--- src/rtl/rsps_pkg.sv ---
// Functional notes
// - Cell-port strap latched at reset selects port
// - Strap 0: serial port one, cell pins Hi-Z
// - Strap 1: cell port, serial-one pins Hi-Z
// - PCI strap latched at reset; port-two enable is not
// - PCI off: host port, upper GPIO usable
// - PCI off: PCI-only pins held Hi-Z
// - PCI on: host off, pins routed to PCI
// - Port two off only PCI=1, enable=0
// - That combination plus autoinit strap: EEPROM init
// - Port-two enable live; raising it drops EEPROM
// - Timers, port zero, lower GPIO always on
// - Other config from address and host straps
// - Endian strap 0 big, 1 little
// - Boot 00 none, 01 host, 10 ROM
// - Autoinit strap 0: PCI uses defaults
package rsps_pkg;
   // =====================================
   // Boot codes and AHB constants
   localparam logic [1:0] BOOT_NONE = 2'h0;
   localparam logic [1:0] BOOT_HOST = 2'h1;
   localparam logic [1:0] BOOT_ROM  = 2'h2;
   localparam logic [1:0] BOOT_RSVD = 2'h3;
   localparam logic [1:0] HTRANS_NONSEQ = 2'h2;
   localparam logic [1:0] HTRANS_SEQ    = 2'h3;
   // =====================================
   // Register map
   localparam logic [7:0] ADDR_STRAP  = 8'h00;
   localparam logic [7:0] ADDR_SELECT = 8'h04;
   localparam logic [7:0] ADDR_GPIO   = 8'h08;
   // STRAP field positions
   localparam int S_CELL = 0;
   localparam int S_PCI  = 1;
   localparam int S_SP2  = 2;
   localparam int S_AUTOINIT = 3;
   localparam int S_LE   = 4;
   localparam int S_BOOT = 5;
   // SELECT field positions
   localparam int E_SP1   = 0;
   localparam int E_CELL  = 1;
   localparam int E_HOST  = 2;
   localparam int E_UGPIO = 3;
   localparam int E_PCI   = 4;
   localparam int E_EEP   = 5;
   localparam int E_SP2   = 6;
   localparam int E_INIT  = 7;
   localparam int E_ALWAYS = 8;
   localparam logic [15:0] GPIO_RESET = 16'h0000;

   typedef struct packed {
      logic [1:0] boot;
      logic       little_endian;
      logic       eeprom_autoinit;
      logic       pci_select;
      logic       cell_port_select;
   } rsps_straps_t;

   typedef struct packed {
      logic sp1_oe_n;
      logic cell_oe_n;
      logic host_oe_n;
      logic pci_only_oe_n;
   } rsps_tris_t;
endpackage

--- src/rtl/rsps_strap_select.sv ---
`timescale 1ns/1ps
module rsps_strap_select
   import rsps_pkg::*;
(
   // Clock and reset
   input  wire logic        sys_clk,
   input  wire logic        reset_n,
   // Strap pins
   input  wire logic        cell_select_strap_pin,
   input  wire logic        pci_select_pin,
   input  wire logic        serial_port2_enable,
   input  wire logic        autoinit_strap_pin,
   input  wire logic        endian_strap_pin,
   input  wire logic [1:0]  boot_select_strap_pins,
   // AHB-Lite slave
   input  wire logic        hsel,
   input  wire logic [31:0] haddr,
   input  wire logic [1:0]  htrans,
   input  wire logic        hwrite,
   input  wire logic [2:0]  hsize,
   input  wire logic        hready,
   input  wire logic [31:0] hwdata,
   output logic      [31:0] hrdata,
   output logic             hreadyout,
   output logic             hresp,
   // Peripheral enables
   output logic             serial_port_one_en,
   output logic             cell_port_en,
   output logic             host_port_en,
   output logic             upper_gpio_en,
   output logic             pci_en,
   output logic             pci_eeprom_en,
   output logic             serial_port_two_en,
   output logic             pci_autoinit_req,
   output logic             always_on_en,
   output logic             little_endian,
   output logic      [1:0]  boot_mode,
   output logic      [6:0]  upper_gpio_func,
   // Pad output enables, low while driving
   output rsps_tris_t       pad_oe_n
);
   // =====================================
   // Pin synchronisers
   logic [6:0]   sync1_reg;
   logic [6:0]   sync2_reg;
   logic [6:0]   pin_vec;
   assign pin_vec = {boot_select_strap_pins, endian_strap_pin, autoinit_strap_pin,
                     serial_port2_enable, pci_select_pin, cell_select_strap_pin};
   always_ff @(posedge sys_clk) begin
      sync1_reg <= pin_vec;
      sync2_reg <= sync1_reg;
   end

   // =====================================
   // Strap capture on release; pins may still settle while reset is held
   logic          captured_reg;
   rsps_straps_t  straps_reg;
   logic          sp2_reg;
   always_ff @(posedge sys_clk) begin
      if (!reset_n) begin
         captured_reg <= 1'b0;
         straps_reg   <= '0;
      end else if (!captured_reg) begin
         captured_reg <= 1'b1;
         straps_reg.cell_port_select <= sync2_reg[0];
         straps_reg.pci_select       <= sync2_reg[1];
         straps_reg.eeprom_autoinit  <= sync2_reg[3];
         straps_reg.little_endian    <= sync2_reg[4];
         straps_reg.boot             <= sync2_reg[6:5];
      end
   end
   // Port-two enable is followed all the time, not only at reset
   always_ff @(posedge sys_clk) begin
      if (!reset_n) begin
         sp2_reg <= 1'b0;
      end else begin
         sp2_reg <= sync2_reg[2];
      end
   end

   // =====================================
   // Selection outputs; all idle until the straps are captured
   logic sp2_off;
   logic init_done_reg;
   assign sp2_off = straps_reg.pci_select && !sp2_reg;
   always_ff @(posedge sys_clk) begin
      if (!reset_n || !captured_reg) begin
         serial_port_one_en <= 1'b0;
         cell_port_en       <= 1'b0;
         host_port_en       <= 1'b0;
         upper_gpio_en      <= 1'b0;
         pci_en             <= 1'b0;
         pci_eeprom_en      <= 1'b0;
         serial_port_two_en <= 1'b0;
         always_on_en       <= 1'b0;
         little_endian      <= 1'b0;
         boot_mode          <= BOOT_NONE;
         pad_oe_n           <= '1;
      end else begin
         serial_port_one_en <= !straps_reg.cell_port_select;
         cell_port_en       <= straps_reg.cell_port_select;
         pad_oe_n.sp1_oe_n  <= straps_reg.cell_port_select;
         pad_oe_n.cell_oe_n <= !straps_reg.cell_port_select;
         host_port_en       <= !straps_reg.pci_select;
         upper_gpio_en      <= !straps_reg.pci_select;
         pad_oe_n.host_oe_n <= straps_reg.pci_select;
         pad_oe_n.pci_only_oe_n <= !straps_reg.pci_select;
         pci_en             <= straps_reg.pci_select;
         pci_eeprom_en      <= sp2_off;
         serial_port_two_en <= !sp2_off;
         always_on_en       <= 1'b1;
         little_endian      <= straps_reg.little_endian;
         boot_mode          <= straps_reg.boot;
      end
   end

   // Auto-init request: one pulse after capture, only in the EEPROM combination
   always_ff @(posedge sys_clk) begin
      if (!reset_n) begin
         init_done_reg    <= 1'b0;
         pci_autoinit_req <= 1'b0;
      end else begin
         pci_autoinit_req <= 1'b0;
         if (captured_reg && !init_done_reg) begin
            init_done_reg <= 1'b1;
            // Autoinit strap low leaves PCI on built-in defaults
            pci_autoinit_req <= sp2_off && straps_reg.eeprom_autoinit;
         end
      end
   end

   // =====================================
   // AHB-Lite slave, zero wait states
   logic [15:0] gpio_cfg_reg;
   logic        wr_pend_reg;
   logic [7:0]  wr_addr_reg;
   logic        rd_phase;
   logic        wr_phase;
   assign rd_phase = hsel && hready && htrans[1] && !hwrite;
   assign wr_phase = hsel && hready && htrans[1] && hwrite;

   function automatic logic [31:0] read_mux(input logic [7:0] a);
      if (a == ADDR_STRAP) begin
         read_mux = {24'h000000, 1'b0, straps_reg.boot, straps_reg.little_endian,
                     straps_reg.eeprom_autoinit, sp2_reg, straps_reg.pci_select,
                     straps_reg.cell_port_select};
      end else if (a == ADDR_SELECT) begin
         read_mux = {23'h000000, always_on_en, pci_autoinit_req, serial_port_two_en,
                     pci_eeprom_en, pci_en, upper_gpio_en, host_port_en,
                     cell_port_en, serial_port_one_en};
      end else if (a == ADDR_GPIO) begin
         read_mux = {16'h0000, gpio_cfg_reg};
      end else begin
         read_mux = 32'h00000000;
      end
   endfunction

   always_ff @(posedge sys_clk) begin
      if (!reset_n) begin
         hrdata      <= 32'h00000000;
         wr_pend_reg <= 1'b0;
         wr_addr_reg <= 8'h00;
      end else begin
         wr_pend_reg <= wr_phase;
         wr_addr_reg <= haddr[7:0];
         if (rd_phase) begin
            hrdata <= read_mux(haddr[7:0]);
         end
      end
   end
   always_ff @(posedge sys_clk) begin
      if (!reset_n) begin
         gpio_cfg_reg <= GPIO_RESET;
      end else if (wr_pend_reg && wr_addr_reg == ADDR_GPIO) begin
         gpio_cfg_reg <= hwdata[15:0];
      end
   end
   always_ff @(posedge sys_clk) begin
      if (!reset_n) begin
         hreadyout <= 1'b1;
         hresp     <= 1'b0;
      end else begin
         hreadyout <= 1'b1;
         hresp     <= 1'b0;
      end
   end
   // Upper GPIO act only with enable bit set and PCI deselected
   always_ff @(posedge sys_clk) begin
      if (!reset_n) begin
         upper_gpio_func <= 7'h00;
      end else begin
         upper_gpio_func <= upper_gpio_en ? (gpio_cfg_reg[6:0] & gpio_cfg_reg[14:8])
                                          : 7'h00;
      end
   end
endmodule
--- config.mk ---
export PLATFORM = sky130hd
export DESIGN_NAME = rsps_strap_select
export DESIGN_NICKNAME = d
export VERILOG_FILES = /design/src/rtl/rsps_pkg.sv /design/src/rtl/rsps_strap_select.sv
export SDC_FILE = /design/constraint.sdc
export NUM_CORES = 1
export LEC_CHECK = 0
export BUFFER_PORTS_ARGS = -buffer_cell sky130_fd_sc_hd__buf_2
export CAP_MARGIN = 20
export CORE_MARGIN = 4
export CORE_UTILIZATION = 49
export CTS_BUF_LIST = sky130_fd_sc_hd__clkbuf_16
export CTS_CLUSTER_DIAMETER = 40
export DETAILED_ROUTE_END_ITERATION = 16
export GPL_ROUTABILITY_DRIVEN = 0
export PLACE_DENSITY = 0.83
export RECOVER_POWER = 50
export SETUP_SLACK_MARGIN = 0.2
export SYNTH_ARGS = -nofsm -noshare
export SYNTH_HDL_FRONTEND = slang
export SYNTH_SLANG_ARGS = --single-unit
--- constraint.sdc ---
create_clock -name sys_clk -period 3.2 [get_ports sys_clk]
set_input_delay 0.32 -clock sys_clk [delete_from_list [all_inputs] [get_ports sys_clk]]
set_output_delay 0.32 -clock sys_clk [all_outputs]
set_load 0.005 [all_outputs]
### Word level (Yosys, flattened, before mapping)

Cells that the tools add are included.
W data, S select, Z words.

* latch bits: 0
* ROM bits: 0
* logic and storage cells: 58
* RAM bits: 0
* bits in registers: 102
* output and inout port bits: 57
* memories: 0

* multiplexer cells: 5
* reductions and logical operators: 20
* $lt $le $gt $ge: 0
* add/sub/neg operators: 0
* $mul: 0
* div/mod/pow operators: 0
* equality and inequality tests: 3
* shift-type cells: 0
* bitwise operators: 1

Operators with widths (number)
* $mux W16: 3
* $eq A8 B4 Y1 const B: 2
* $eq A8 B3 Y1 const B: 1
* $logic_and A1 B1 Y1: 8
* $logic_not A1 Y1: 8
* $logic_not A8 Y1: 1
* $and A7 B7 Y7: 1
* $reduce_and A2 Y1: 2
* $mux W1: 2
* $logic_or A1 B1 Y1: 1

### Depth between registers and ports, before layout

* word-level depth: 4
* depth in mapped cells: 5

### Worst setup path before layout

Ideal clock, no wire load.

* path type: reg-to-reg
* start point: reg wr_addr_reg[5]
* end point: reg gpio_cfg_reg[0]
* buffers on the path: 2
* period minus slack after synthesis: 1.249 ns
* path slack: 1.951 ns
* cell stages (with the launch flop): 6
* data arrival time: 1.177 ns
* path through: dfxtp_1 nor4b_1 and4b_1 buf_6 buf_12 mux2i_1

* word-level cells in the longest chain between the ends: 2

Ends and longest elaborated chain
* start: declaration: RTL line rsps_strap_select.sv:136 `logic [7:0] wr_addr_reg;`
* start signal: assignment: RTL line rsps_strap_select.sv:165 `wr_addr_reg <= haddr[7:0];`
* $eq A8 B4 Y1: RTL line rsps_strap_select.sv:174 `end else if (wr_pend_reg && wr_addr_reg == ADDR_GPIO) begin`
* $logic_and A1 B1 Y1: RTL line rsps_strap_select.sv:174
* end signal: assignment: RTL line rsps_strap_select.sv:175 `gpio_cfg_reg <= hwdata[15:0];`
* end: declaration: RTL line rsps_strap_select.sv:134 `logic [15:0] gpio_cfg_reg;`

No other way between the ends.
A chain may end at the register's enable or synchronous reset.

### Worst setup path in the final report

* start point: reg wr_addr_reg[5]
* end point: reg gpio_cfg_reg[14]

The elaborated chain is that of the path after synthesis.

==> summary.txt <==
Post_cts resized: 0
Max_cap viols: 0
Clk_skew: 5.52 ps
Worst Tran Pin Value: 992 ps
YS warnings: 0
Clock root buffer: clkbuf_16
Status: completed
FFs w/ async S/R, synth: 0%
Die Height: 86.0 µm
Final setup TNS: 0 ps
Clock Sinks: 86
# H-tree levels: 3
Nets: 426
Worst Hold Class: in -> reg
Data required, critical path: 3450 ps
Sequential fraction of the synthesis area: 57.7%
Internal: 1.73 mW
Hold Fails Final Rpt: 0
I/O Pins: 138
Worst setup SP type: register
Area grow syn2layout: 18.8%
All-Layer GR Usage: 16.8%
Mean post-synth cell area: 10.8 µm²
Share of the synthesized area in the top cell type: 57.7%
Clk_lat worst skew: 330 ps
Max Slew Vio Count: 0
Seq pwr share: 51.0%
Setup violators final: 0
Fmax: 541 MHz
Number of antenna diodes: 0
Netlist cell types: 30
Power, Total: 2.18 mW
Min Tclk post-route: 1850 ps
DR iter-0 viols: 56
Logic pwr share: 4.5%
Top-count cell post-synth: dfxtp_1
DR pass1 iterations: 4
Drt wl/cell: 14.3 µm
Max_slew headroom: 33.8%
Detailed Place HPWL: 4.25 mm
Share of cells above drive strength 1: 22.6%
CP endpoint kind: register
CP arrival: 2090 ps
Switch share: 20.7%
Initial Util: 50.4%
CTS Buf Count: 9
WHS: 91.2 ps
First-pass GRT wire length: 9.53 mm
Peak supply drop: 0.360 mV
Post-synthesis cell area: 2980 µm²
Crit Path Max Fanout: 16
Via-to-Cell Ratio: 4.93
Drt drc: 0
RSZ-0062 raised after global routing: no
Detail Route Antenna Nets: 0
Clk pwr share: 44.5%
FF+latch count, synth: 86
Die X: 86.0 µm
EDFF count, synth: 0
Antenna violations before repair: 0
Core area: 5920 µm²
Num rows: 28
Synth area leader: dfxtp_1
Die ar.: 7400 µm²
Cell count after synthesis: 276
I/O Buffers: 75
Worst-path clk slew: 60 ps
CP Class: reg -> reg
Number of global-route vias before repair: 1,965
Final worst path period share: 57.8%
Top_reg_cell synth: dfxtp_1
CTS Hold Bufs: 0
Largest net degree at the start of global routing: 42
# Post-CTS Setup Buffers: 0
Net Sw Power: 452 µW
Synth top cells by count: dfxtp_1 (86), nand2_1 (35), mux2i_1 (29)
LEAKAGE: 1.57 nW
Clk buf depth: 2
Gr ovfl total: 0
Synth top area cells: dfxtp_1 (58%), mux2i_1 (9.7%), buf_4 (5.5%), nand2_1 (4.4%), a32o_1 (2.3%)
Total number of vias: 2,089
CTS tree: done
Final wirelength: 6.05 mm
Pwr dens: 616 nW/µm²
## final timing paths
| check | cells past startpoint | to | startpoint | slack, ps |
|---|---|---|---|---|
| worst max-delay path | 3 | gpio_cfg_reg[14] | wr_addr_reg[5] | 1350 |
| worst min-delay path | 1 | sync1_reg[5] | boot_select_strap_pins[0] | 90 |
| worst max register to register | 3 | gpio_cfg_reg[14] | wr_addr_reg[5] | 1350 |
| worst min register to register | 0 | sync2_reg[1] | sync1_reg[1] | 320 |
## cells in the final DEF (no fill, tap or decap), types with 2 or more instances in the layout
cell type	n
and3_1	11
clkbuf_16	9
conb_1	18
or2_2	3
dfxtp_1	86
nand2_1	35
nor4b_1	2
inv_1	6
and2_0	5
o31ai_1	9
o2bb2ai_1	7
buf_4	2
a22oi_1	2
buf_2	59
clkinv_1	4
and2_1	5
nor2_1	11
mux2i_1	29
nor2b_1	2
nand3_1	11
a32o_1	7
clkbuf_1	16
## critical path: stages, from the launching register on
cell	delay (ps)
dfxtp_1	300
nor4b_1	290
and4b_1	900
mux2i_1	270
## power groups by stage
stage	sequential (mW)	clock, mW	combinational (mW)
global placement	1.14	0	0.0961
CTS	1.11	0.990	0.0994
finish	1.11	0.971	0.0975
global route	1.12	1.05	0.110
floorplan	1.13	0	0.0763
detailed placement	1.14	0	0.0981
## per-stage QoR
step	worst slack, ps	cells	util [%]	area [µm²]
detailed placement	1130	409	55.5	3280
global route	1110	424	59.8	3540
global placement	1210	409	55.5	3280
CTS	1310	424	60.2	3560
finish	1350	424	59.8	3540
floorplan	1950	292	-	3040
## routing by layer
layer | GRT usage (%) | share of wire (%) | vias to the layer above
met5 | 0 | 0 | -
met4 | 7.19 | 2.4 | 0
met3 | 6.05 | 7.6 | 14
met2 | 25.8 | 46 | 70
met1 | 21.2 | 44 | 960
li1 | - | - | 1045
## logic make-up after synthesis
group	Yosys count	share of synthesized area [%]
simple gates	91	15.9
compound gates	26	7.34
mux	29	9.73
other cells	2	0.252
flops	86	57.7
buf+inv	42	9.02
## area by class of cell
| cell class | instances | area (µm²) |
|---|---|---|
| Fill cell | 517 | 2380 |
| Sequential cell | 86 | 1720 |
| Timing Repair Buffer | 77 | 370 |
| Clock buffer | 9 | 225 |
| Multi-Input combinational cell | 164 | 1050 |
| Tap cell | 75 | 93.8 |
| Inverter | 7 | 26.3 |
| Clock inverter | 6 | 53.8 |
Note: power is estimated with default switching activity, not from simulation.
